--- src/shared/urx_defines.svh ---
// constants for the receiver data-recovery block
// Behaviour
// - completed character moves into data buffer and sets receiver full flag
// - data buffer is read-only from the bus; holds last character
// - receiver full with irq enable raises the receiver interrupt
// - pin sampled on a tick at sixteen times the baud rate
// - tick counter realigned on every start edge
// - tick counter realigned on a 1 bit followed by a 0 bit
// - start hunt looks for low after three high samples
// - candidate start edge starts counting sixteen ticks per bit
// - start checked at ticks 3,5,7; one high is noise, two reject
// - rejected start resets the counter and restarts the hunt
// - data bit is majority of ticks 8,9,10; disagreement is noise
// - start samples 8-10 never reject; any high there is noise
// - stop majority low sets framing error; disagreement is noise
// - missing stop high, break included, sets framing error
// - framing error appears in the same cycle as receiver full
// - a falling edge after a 1 bit realigns the counter, except in the start bit or at ticks 8-10
// - stop sampling ends 9 or 10 bit periods plus ten ticks after start
// - 8 or 9 data bits; ninth holder copies bit 7 in 8-bit mode
// - break sets framing, full and break flags; clears buffer, ninth bit
// - character done while full sets overrun, old data kept, new lost
`ifndef URX_DEFINES_SVH
`define URX_DEFINES_SVH
`define URX_ADDR_DATA 4'h0
`define URX_ADDR_STATUS 4'h4
`define URX_ADDR_CONTROL 4'h8
`define URX_ADDR_BAUD 4'hC
`define URX_ST_FULL 0
`define URX_ST_OVERRUN 1
`define URX_ST_NOISE 2
`define URX_ST_FRAMING 3
`define URX_ST_BREAK 4
`define URX_ST_BUSY 5
`define URX_CT_ENABLE 0
`define URX_CT_LEN9 1
`define URX_CT_IRQEN 2
`define URX_DATA_NINTH 8
`define URX_CONTROL_RESET 3'h0
`define URX_CLK_HZ 50000000
`define URX_BAUD_RESET_RATE 9600
`define URX_OVERSAMPLE 16
`define URX_RT_LAST 5'h10
`define URX_RT_START_A 5'h03
`define URX_RT_START_B 5'h05
`define URX_RT_START_C 5'h07
`define URX_RT_BIT_A 5'h08
`define URX_RT_BIT_B 5'h09
`define URX_RT_BIT_C 5'h0A
`endif

--- src/shared/urx_pkg.sv ---
// types of the receiver data-recovery block
package urx_pkg;
   typedef enum logic [1:0] {
      URX_IDLE = 2'b00,
      URX_START = 2'b01,
      URX_DATA = 2'b10,
      URX_STOP = 2'b11
   } urx_state_t;
   typedef struct packed {
      urx_state_t state;
      logic [4:0] rt;
      logic [3:0] bitIdx;
      logic [1:0] votes;
      logic [2:0] hist;
      logic [8:0] shift;
      logic noise;
      logic lastOne;
      logic prevPin;
   } urx_rx_t;
   typedef struct packed {
      logic brk;
      logic framing;
      logic noise;
      logic overrun;
      logic full;
   } urx_flags_t;
   typedef struct packed {
      logic irqEn;
      logic len9;
      logic enable;
   } urx_ctrl_t;
endpackage

--- src/verilog/urx_recovery.sv ---
// receiver data recovery with Avalon-MM register slave
//
// Decided for this implementation: register access over Avalon-MM and the placing of the registers.
`timescale 1ns/10ps
`include "urx_defines.svh"
module urx_recovery #(
   parameter int DIVISOR_RESET = `URX_CLK_HZ / (`URX_BAUD_RESET_RATE * `URX_OVERSAMPLE)
) (
   input wire logic clk,
   input wire logic reset,
   input wire logic [3:0] avs_address,
   input wire logic avs_read,
   input wire logic avs_write,
   input wire logic [31:0] avs_writedata,
   output logic [31:0] avs_readdata,
   output logic avs_waitrequest,
   input wire logic serialInputPin,
   output logic rxIrq
);
   import urx_pkg::*;

   // ----------------------------------------
   // registers and pin synchroniser
   // ----------------------------------------
   urx_rx_t rx, next_rx;
   urx_flags_t flags, next_flags;
   urx_ctrl_t ctrl, next_ctrl;
   logic [15:0] divisor, next_divisor;
   logic [15:0] divCnt, next_divCnt;
   logic [7:0] dataBuf, next_dataBuf;
   logic ninthBit, next_ninthBit;
   logic ackQ, next_ackQ;
   logic [31:0] next_readdata;
   logic pinMeta, pin;
   logic tick, done, stopBad, isBreak, accept, startSeen;
   logic voteBit, disagree;
   logic [1:0] startHighs;

   always_ff @(posedge clk)
   begin
      if (reset)
      begin
         pinMeta <= 1'b1;
         pin <= 1'b1;
      end
      else
      begin
         pinMeta <= serialInputPin;
         pin <= pinMeta;
      end
   end

   // ----------------------------------------
   // oversample tick at sixteen per bit
   // ----------------------------------------
   always_comb
   begin
      tick = (divCnt >= divisor - 16'h0001);
      next_divCnt = tick ? 16'h0000 : divCnt + 16'h0001;
   end

   // ----------------------------------------
   // sample votes
   // ----------------------------------------
   always_comb
   begin
      voteBit = (rx.votes[0] & rx.votes[1]) | (rx.votes[0] & pin) | (rx.votes[1] & pin);
      disagree = !((rx.votes == 2'b11 && pin) || (rx.votes == 2'b00 && !pin));
      startHighs = 2'(rx.votes[0]) + 2'(rx.votes[1]) + 2'(pin);
   end

   // ----------------------------------------
   // recovery state machine
   // ----------------------------------------
   always_comb
   begin
      next_rx = rx;
      done = 1'b0;
      stopBad = 1'b0;
      startSeen = 1'b0;
      if (!ctrl.enable)
      begin
         next_rx = '0;
         next_rx.prevPin = 1'b1;
      end
      else if (tick)
      begin
         next_rx.prevPin = pin;
         unique case (rx.state)
            URX_IDLE:
            begin
               next_rx.hist = {rx.hist[1:0], pin};
               if (rx.hist == 3'h7 && !pin)
               begin
                  startSeen = 1'b1;
                  next_rx.state = URX_START;
                  next_rx.rt = 5'h01;
                  next_rx.bitIdx = 4'h0;
                  next_rx.shift = 9'h000;
                  next_rx.noise = 1'b0;
                  next_rx.lastOne = 1'b0;
               end
            end
            URX_START, URX_DATA, URX_STOP:
            begin
               next_rx.rt = (rx.rt == `URX_RT_LAST) ? 5'h01 : rx.rt + 5'h01;
               if (rx.rt == `URX_RT_START_A || rx.rt == `URX_RT_BIT_A)
                  next_rx.votes[0] = pin;
               if (rx.rt == `URX_RT_START_B || rx.rt == `URX_RT_BIT_B)
                  next_rx.votes[1] = pin;
               if (rx.state == URX_START && rx.rt == `URX_RT_START_C)
               begin
                  if (startHighs >= 2'h2)
                  begin
                     next_rx = '0;
                     next_rx.prevPin = pin;
                  end
                  else if (startHighs == 2'h1)
                     next_rx.noise = 1'b1;
               end
               if (rx.rt == `URX_RT_BIT_C)
               begin
                  if (rx.state == URX_START)
                  begin
                     if (rx.votes != 2'b00 || pin)
                        next_rx.noise = 1'b1;
                     next_rx.state = URX_DATA;
                  end
                  else if (rx.state == URX_DATA)
                  begin
                     next_rx.shift[rx.bitIdx] = voteBit;
                     next_rx.noise = rx.noise | disagree;
                     next_rx.lastOne = voteBit;
                     next_rx.bitIdx = rx.bitIdx + 4'h1;
                     if (rx.bitIdx == (ctrl.len9 ? 4'h8 : 4'h7))
                        next_rx.state = URX_STOP;
                  end
                  else
                  begin
                     done = 1'b1;
                     stopBad = !voteBit;
                     next_rx.noise = rx.noise | disagree;
                     next_rx.state = URX_IDLE;
                     next_rx.hist = 3'h0;
                     next_rx.lastOne = 1'b0;
                  end
               end
               // realign on a falling edge after a bit that voted high
               if (rx.state != URX_START && rx.lastOne && rx.prevPin && !pin &&
                  (rx.rt < `URX_RT_BIT_A || rx.rt > `URX_RT_BIT_C))
               begin
                  next_rx.rt = 5'h01;
                  next_rx.lastOne = 1'b0;
               end
            end
         endcase
      end
   end

   // ----------------------------------------
   // buffer and flags
   // ----------------------------------------
   always_comb
   begin
      accept = (avs_read | avs_write) & ackQ;
      isBreak = stopBad && rx.shift == 9'h000;
      next_flags = flags;
      next_dataBuf = dataBuf;
      next_ninthBit = ninthBit;
      if (accept && avs_read && avs_address == `URX_ADDR_DATA)
         next_flags = '0;
      if (done)
      begin
         if (flags.full)
            next_flags.overrun = 1'b1;
         else
         begin
            next_dataBuf = isBreak ? 8'h00 : rx.shift[7:0];
            next_ninthBit = isBreak ? 1'b0 : (ctrl.len9 ? rx.shift[8] : rx.shift[7]);
            next_flags.full = 1'b1;
            next_flags.framing = stopBad;
            next_flags.noise = rx.noise | disagree;
            next_flags.brk = isBreak;
         end
      end
   end

   assign rxIrq = flags.full & ctrl.irqEn;

   // ----------------------------------------
   // Avalon-MM slave, one wait state
   // ----------------------------------------
   assign avs_waitrequest = (avs_read | avs_write) & !ackQ;

   always_comb
   begin
      next_ackQ = (avs_read | avs_write) & !ackQ;
      next_ctrl = ctrl;
      next_divisor = divisor;
      next_readdata = avs_readdata;
      if (accept && avs_write)
      begin
         if (avs_address == `URX_ADDR_CONTROL)
            next_ctrl = avs_writedata[2:0];
         if (avs_address == `URX_ADDR_BAUD && avs_writedata[15:0] != 16'h0000)
            next_divisor = avs_writedata[15:0];
      end
      if (avs_read && !ackQ)
      begin
         next_readdata = 32'h00000000;
         unique case (avs_address)
            `URX_ADDR_DATA:
            begin
               next_readdata[7:0] = dataBuf;
               next_readdata[`URX_DATA_NINTH] = ninthBit;
            end
            `URX_ADDR_STATUS:
            begin
               next_readdata[4:0] = {flags.brk, flags.framing, flags.noise, flags.overrun,
                  flags.full};
               next_readdata[`URX_ST_BUSY] = (rx.state != URX_IDLE);
            end
            `URX_ADDR_CONTROL:
               next_readdata[2:0] = ctrl;
            `URX_ADDR_BAUD:
               next_readdata[15:0] = divisor;
            default:
               next_readdata = 32'h00000000;
         endcase
      end
   end

   always_ff @(posedge clk)
   begin
      if (reset)
      begin
         rx <= '0;
         flags <= '0;
         ctrl <= `URX_CONTROL_RESET;
         divisor <= 16'(DIVISOR_RESET);
         divCnt <= 16'h0000;
         dataBuf <= 8'h00;
         ninthBit <= 1'b0;
         ackQ <= 1'b0;
         avs_readdata <= 32'h00000000;
      end
      else
      begin
         rx <= next_rx;
         flags <= next_flags;
         ctrl <= next_ctrl;
         divisor <= next_divisor;
         divCnt <= next_divCnt;
         dataBuf <= next_dataBuf;
         ninthBit <= next_ninthBit;
         ackQ <= next_ackQ;
         avs_readdata <= next_readdata;
      end
   end

   // ----------------------------------------
   // checks
   // ----------------------------------------
   irq_raise_a: assert property (@(posedge clk) disable iff (reset)
      done && !flags.full && ctrl.irqEn |=> rxIrq)
      else $error("interrupt not raised on receiver full");
   start_reject_a: assert property (@(posedge clk) disable iff (reset)
      tick && ctrl.enable && rx.state == URX_START && rx.rt == `URX_RT_START_C &&
      startHighs >= 2'h2 |=> rx.state == URX_IDLE && rx.rt == 5'h00)
      else $error("bad start bit not rejected");
   start_align_a: assert property (@(posedge clk) disable iff (reset)
      startSeen |=> rx.state == URX_START && rx.rt == 5'h01)
      else $error("start edge did not restart tick count");
   frame_same_a: assert property (@(posedge clk) disable iff (reset)
      done && !flags.full |=> flags.full && flags.framing == $past(stopBad))
      else $error("framing flag not set with receiver full");
   overrun_keep_a: assert property (@(posedge clk) disable iff (reset)
      done && flags.full |=> flags.overrun && $stable(dataBuf))
      else $error("overrun lost old data");
   break_clear_a: assert property (@(posedge clk) disable iff (reset)
      done && !flags.full && isBreak |=> dataBuf == 8'h00 && !ninthBit && flags.brk)
      else $error("break did not clear buffer");
   buffer_ro_a: assert property (@(posedge clk) disable iff (reset)
      avs_write && !done |=> $stable(dataBuf))
      else $error("bus write changed data buffer");
   rt_hold_a: assert property (@(posedge clk) disable iff (reset)
      !tick && ctrl.enable && rx.state != URX_IDLE |=> $stable(rx.rt))
      else $error("tick count moved without a tick");
   bus_answer_a: assert property (@(posedge clk) disable iff (reset)
      avs_read && avs_waitrequest |=> !avs_waitrequest)
      else $error("read not answered after one wait state");
   realign_edge_a: assert property (@(posedge clk) disable iff (reset)
      tick && ctrl.enable && rx.state == URX_DATA && rx.lastOne && rx.prevPin && !pin &&
      (rx.rt < `URX_RT_BIT_A || rx.rt > `URX_RT_BIT_C) |=> rx.rt == 5'h01)
      else $error("tick count not realigned on falling edge");
   hunt_wait_a: assert property (@(posedge clk) disable iff (reset)
      tick && rx.state == URX_IDLE && rx.hist != 3'h7 |=> rx.state == URX_IDLE)
      else $error("start taken without three high samples");
   len_stop_a: assert property (@(posedge clk) disable iff (reset)
      tick && ctrl.enable && rx.state == URX_DATA && rx.rt == `URX_RT_BIT_C &&
      rx.bitIdx == (ctrl.len9 ? 4'h8 : 4'h7) |=> rx.state == URX_STOP)
      else $error("stop bit not reached after last data bit");
   stop_end_a: assert property (@(posedge clk) disable iff (reset)
      tick && ctrl.enable && rx.state == URX_STOP && rx.rt == `URX_RT_BIT_C |-> done)
      else $error("character not completed at stop sample");
   full_hold_a: assert property (@(posedge clk) disable iff (reset)
      flags.full && !(accept && avs_read && avs_address == `URX_ADDR_DATA) |=> flags.full)
      else $error("receiver full dropped without a data read");
   noise_show_a: assert property (@(posedge clk) disable iff (reset)
      done && !flags.full |=> flags.noise == $past(rx.noise || disagree))
      else $error("noise of character not shown on transfer");
endmodule

--- config.mk ---
export PLATFORM = sky130hd
export DESIGN_NAME = urx_recovery
export DESIGN_NICKNAME = d
export VERILOG_FILES = /design/src/shared/urx_pkg.sv /design/src/verilog/urx_recovery.sv
export VERILOG_INCLUDE_DIRS = /design/src /design/src/shared
export SDC_FILE = /design/constraint.sdc
export NUM_CORES = 1
export LEC_CHECK = 0
export BUFFER_PORTS_ARGS = -buffer_cell sky130_fd_sc_hd__buf_2
export CORE_ASPECT_RATIO = 0.6
export CORE_MARGIN = 3
export CORE_UTILIZATION = 40
export DETAILED_ROUTE_END_ITERATION = 7
export PLACE_DENSITY_LB_ADDON = 0.1
export REMOVE_ABC_BUFFERS = 1
export SLEW_MARGIN = 15
export SYNTH_ARGS = -nofsm -noshare
export SYNTH_HDL_FRONTEND = slang
export SYNTH_SLANG_ARGS = --single-unit
export TNS_END_PERCENT = 1
--- constraint.sdc ---
create_clock -name clk -period 3.25 [get_ports clk]
set_input_delay 0.65 -clock clk [delete_from_list [all_inputs] [get_ports clk]]
set_output_delay 0.65 -clock clk [all_outputs]
set_load 0.01 [all_outputs]
# Word-level counts from Yosys, hierarchy flattened
# Cells that the tools add are included.
# Widths: inputs -> output; s select.
# word_totals
elab_cells	171
in_bits	41
output_inout_bits	34
register_bits	96
# classes
bitwise	12
n_lt_le_gt_ge	6
n_mux	63
addsub	6
n_eq_ne	20
reduce_logical	39
# ops
cell	n
$mux 28	4
$mux 1	29
$pmux 14 s2	1
$mux 25	1
$mux 11	2
$pmux 11 s2	1
$mux 5	4
$add 16x1->16 const B	1
$ge 16x16->1	1
$mux 4	4
$reduce_bool 16->1	1
$sub 16x1->16 const B	1
$eq 5x4->1 const B	3
$logic_and 1x1->1	15
$mux 14	1
$mux 12	1
$pmux 3 s4	1
$eq 5x3->1 const B	2
$mux 2	5
$reduce_and 2->1	5
$bwmux 9	1
$logic_not 9->1	1
$mux 9	1
$pmux 3 s3	1
34 further kinds	59

# Logic depth before layout (Yosys ltp)
# depth
ltp_word	15
mapped_depth	16
ltp_nobuf	14

# Worst setup path after synthesis
# No wires, ideal clock.
# synth_path
path_type	reg-to-reg
start	register divisor[0]
end	register rx[10] (netlist bit)
setup_slack_ns	-0.323
t_required_ns	3.133
stages_incl_launch_ff	16
period_less_slack_ns	3.573
path_buffers	1
t_arrival_ns	3.455
setup_ns	0.117
cell_sequence	dfxtp_1 inv_1 ha_1 nand2_1 or4_1 nand2b_1 nor4_1 xnor2_1 ha_1 nand4_2 nor3_4 or4b_4 a31oi_4 buf_6 o21ai_1 a32o_1
# synth_via
elab_chain_cells	3
# synth_lines
item	line	text
start: declaration	urx_recovery.sv:28	logic [15:0] divisor, next_divisor;
start signal: assignment	urx_recovery.sv:240	divisor <= 16'(DIVISOR_RESET);
start signal: assignment	urx_recovery.sv:252	divisor <= next_divisor;
$sub 16x1->16	urx_recovery.sv:58	tick = (divCnt >= divisor - 16'h0001);
$ge 16x16->1	urx_recovery.sv:58	
$reduce_and 2->1 (no line)	-	
end signal: assignment	urx_recovery.sv:249	rx <= next_rx;
end: declaration	urx_recovery.sv:25	urx_rx_t rx, next_rx;
# Every way passes these cells.
# A chain may end at the register's enable or synchronous reset.

# Worst setup path after layout
# layout_path
start	register divisor[2]
end	register rx[17] (netlist bit)
# Same word-level chain as after synthesis.

==> qor.yml <==
maximum_resistive_drop_on_vdd_mv: 0.243
grt_setup_unrepaired: "yes"
sequential_to_total_area_share_from_yosys_stat: 0.363
max-slew-margin-rel: 0.212
ctsHtreeMaxLevel: 3
layout.cell_area.non_filler_um2: 6720
gr-usage-met2: 0.281
num-nets-final: 760
area.sequential_um2: 1920
largest_fanout_on_the_critical_path: 3
clock.fmax_mhz: 285
drt-vias-per-instance: 5.62
post_cts_hold_buffer_count: 0
failing_checks: "negative setup slack"
number_of_antenna_violations_at_the_first_check_in_global_routing: 0
post_dp_cell_area_um2: 5880
period_share: 1.08
run_status: "finished with violations"
asyncSetResetFlopFracSynth: 0
grtUsageMet3: 0.0494
ys_warn_count: 0
gp_congestion: 0.867
post-route-drc-count: 0
post-route-min-period_ps: 3510
n_fill_cell: 1157
fin_util: 0.538
via_count_of_the_first_global_routing_pass: 4620
setup.worst_path.end_class: "flop"
synth_top_area_cell: "sky130_fd_sc_hd__dfxtp_1"
placeableCoreArea_um2: 12500
dp.cells: 833
netlist-cell-type-count: 66
die_area_um2: 14700
setup_viol_count_final: 58
power_density_nw_per_um2: 363
hold_violation_total_from_the_final_report: 0
initial_utilization: 0.424
post_synthesis_cell_area_um2: 5300
totalPowerFinal_mw: 2.44
final-max-slew-violation-count: 0
postLayoutSetupSlackWorst_ps: -258
max-cap-violations: 0
worst_setup_hold_path_clk_slew_ps: 80
footprint_of_the_multi_input_gates_um2: 3440
synth_enable_flop_cells: 0
grt.met1_usage: 0.347
post_synth_most_frequent_cells: "sky130_fd_sc_hd__dfxtp_1 (96), sky130_fd_sc_hd__nor2_1 (81), sky130_fd_sc_hd__nand2_1 (39), sky130_fd_sc_hd__ha_1 (28), sky130_fd_sc_hd__nand3_1 (28)"
timing.critical_path.from_type: "flop"
grt_first_pass_wirelength_um: 24900
fp.dieH_um: 95.1
avgSynthCellArea_um2: 8.67
route.vias.total: 4834
clk_path_buf_depth: 2
yosys-top-cells-area: "sky130_fd_sc_hd__dfxtp_1 (36%), sky130_fd_sc_hd__ha_1 (6.6%), sky130_fd_sc_hd__nor2_1 (5.7%), sky130_fd_sc_hd__mux2i_1 (3.4%), sky130_fd_sc_hd__nand2_1 (2.8%)"
insertedDiodeCount: 0
proportion_of_layout_cells_with_a_drive_suffix_above_1: 0.286
cts_root_buf: "sky130_fd_sc_hd__clkbuf_16"
max_slew.worst_pin.slew_ps: 1180
wl_um: 15600
ys.flop_type: "sky130_fd_sc_hd__dfxtp_1"
crit_arrival_ps: 3750
netlist_instances: 611
grt_residual_overflow: 0
numPortBuffers: 42
clkLatencyLatePin_ps: 350
ant_nets: 0
worst-setup-path-type: "flop to flop"
layoutNonFillerInstCount: 860
worst-endpoint-required_ps: 3490
num_io_pins: 75
rrSetupSlack_ps: -260
fp.dieW_um: 155
floorplan.rows: 31
flop_and_latch_count_out_of_synthesis: 96
post-synth-top-count-cell: "sky130_fd_sc_hd__dfxtp_1"
clock_sinks: 96
dp.final_hpwl_um: 11500
area_delta_synth_final_pct: 26.9
number_of_cts_inserted_buffers: 9
cts_tree: "built"
iteration_0_drc_markers: 395
wire_per_inst_um: 18.1
global_route.peak_usage_layer: "met1"
post-synth-top-area-fraction: 0.363
drt_pre_antenna_iters: 6
final_worst_clock_skew_ps: 8.32
global_route.usage.total: 0.215
maximum_number_of_pins_on_one_net_before_global_route_repair: 33
hold_path.class: "flop to flop"
leakage_power_summed_over_all_cells_nw: 2.77
## state kept, by name (all words and copies together), names as in the netlist, 3 cells and up
name          flops
rx               28
divCnt           16
dataBuf           8
divisor          16
avs_readdata     16
flags             5
ctrl              3
## report_power, final
part           switching, mW  total (mW)  internal, mW
Clock                  0.514        1.13         0.617
Sequential            0.0106        1.19          1.18
Combinational         0.0726       0.116        0.0437
## area by class of cell
type	count	share of cell area
tap	165	0.0307
timing repair buffer	102	0.114
sequential	96	0.286
multi-input combinational	462	0.512
inverter	19	0.0106
clock inverter	7	0.0128
clock buffer	9	0.0335
## worst paths after layout
kind | start | to | depth (start not counted)
worst min-delay path | pinMeta$_SDFF_PP1_ | pin$_SDFF_PP1_ | 1
worst max-delay path | divisor[2]$_SDFFE_PP1P_ | rx[17]$_SDFFE_PP0P_ | 16
worst max register to register | divisor[2]$_SDFFE_PP1P_ | rx[17]$_SDFFE_PP0P_ | 16
worst min register to register | pinMeta$_SDFF_PP1_ | pin$_SDFF_PP1_ | 1
## worst max-delay path, cell delays in order, from the launching register on
cell,delay [ps]
sky130_fd_sc_hd__dfxtp_1,340
sky130_fd_sc_hd__nor2_4,150
sky130_fd_sc_hd__buf_4,120
sky130_fd_sc_hd__nand3_1,140
sky130_fd_sc_hd__nor4_4,230
sky130_fd_sc_hd__nand2_1,150
sky130_fd_sc_hd__nor3_2,200
sky130_fd_sc_hd__xnor2_1,170
sky130_fd_sc_hd__ha_1,300
sky130_fd_sc_hd__nand4_4,120
sky130_fd_sc_hd__nor3_4,50
sky130_fd_sc_hd__buf_6,110
sky130_fd_sc_hd__a2111o_1,520
sky130_fd_sc_hd__o311ai_4,390
sky130_fd_sc_hd__buf_4,200
sky130_fd_sc_hd__nor3_2,40
sky130_fd_sc_hd__a21o_1,150
## logic make-up (layout without fill, tap and decap cells)
group / after synthesis / after routing / synth area share
AND/OR/NAND/NOR: 237 / 237 / 0.229
AO/OA/AOI/OAI: 129 / 129 / 0.177
flip-flops: 96 / 96 / 0.363
buffers and inverters: 68 / 137 / 0.0635
adder cells (fa/ha/maj): 29 / 29 / 0.0699
XOR/XNOR: 29 / 29 / 0.0480
multiplexers: 22 / 22 / 0.0489
other: 1 / 16 / 0.000708
## per-layer routing
metal / vias to the layer above / wire [um]
li1: 2353 / -
met1: 2321 / 8320
met2: 149 / 5900
met3: 11 / 1220
met4: 0 / 121
met5: - / 0
## per-stage QoR
step	setup TNS (ps)	setup slack (ps)	hold slack, ps
2_1_floorplan	-15700	-544	389
3_3_place_gp	-17020	-389	390
3_5_place_dp	-21640	-457	393
4_1_cts	-12080	-272	410
5_1_grt	-22600	-454	422
6_report	-11140	-258	410
## cells in the final DEF, fill, tap and decap left out, types with 17 or more instances in the layout
cell | netlist | final
sky130_fd_sc_hd__buf_4 | 17 | 45
sky130_fd_sc_hd__nor2_1 | 81 | 69
sky130_fd_sc_hd__nand2_1 | 39 | 35
sky130_fd_sc_hd__dfxtp_1 | 96 | 94
sky130_fd_sc_hd__ha_1 | 28 | 27
sky130_fd_sc_hd__buf_2 | 8 | 42
sky130_fd_sc_hd__nand3_1 | 28 | 19
sky130_fd_sc_hd__mux2i_1 | 18 | 18
sky130_fd_sc_hd__inv_1 | 19 | 17
sky130_fd_sc_hd__a22oi_1 | 17 | 17
sky130_fd_sc_hd__a21oi_1 | 27 | 20
## what timing repair did
item	in CTS	in global routing
buffers inserted	11	1
gates resized for setup	67	31
gates cloned	1	0
pin swaps	46	22
endpoints found under the setup margin	58	58
(Power assumes the default switching activity.)
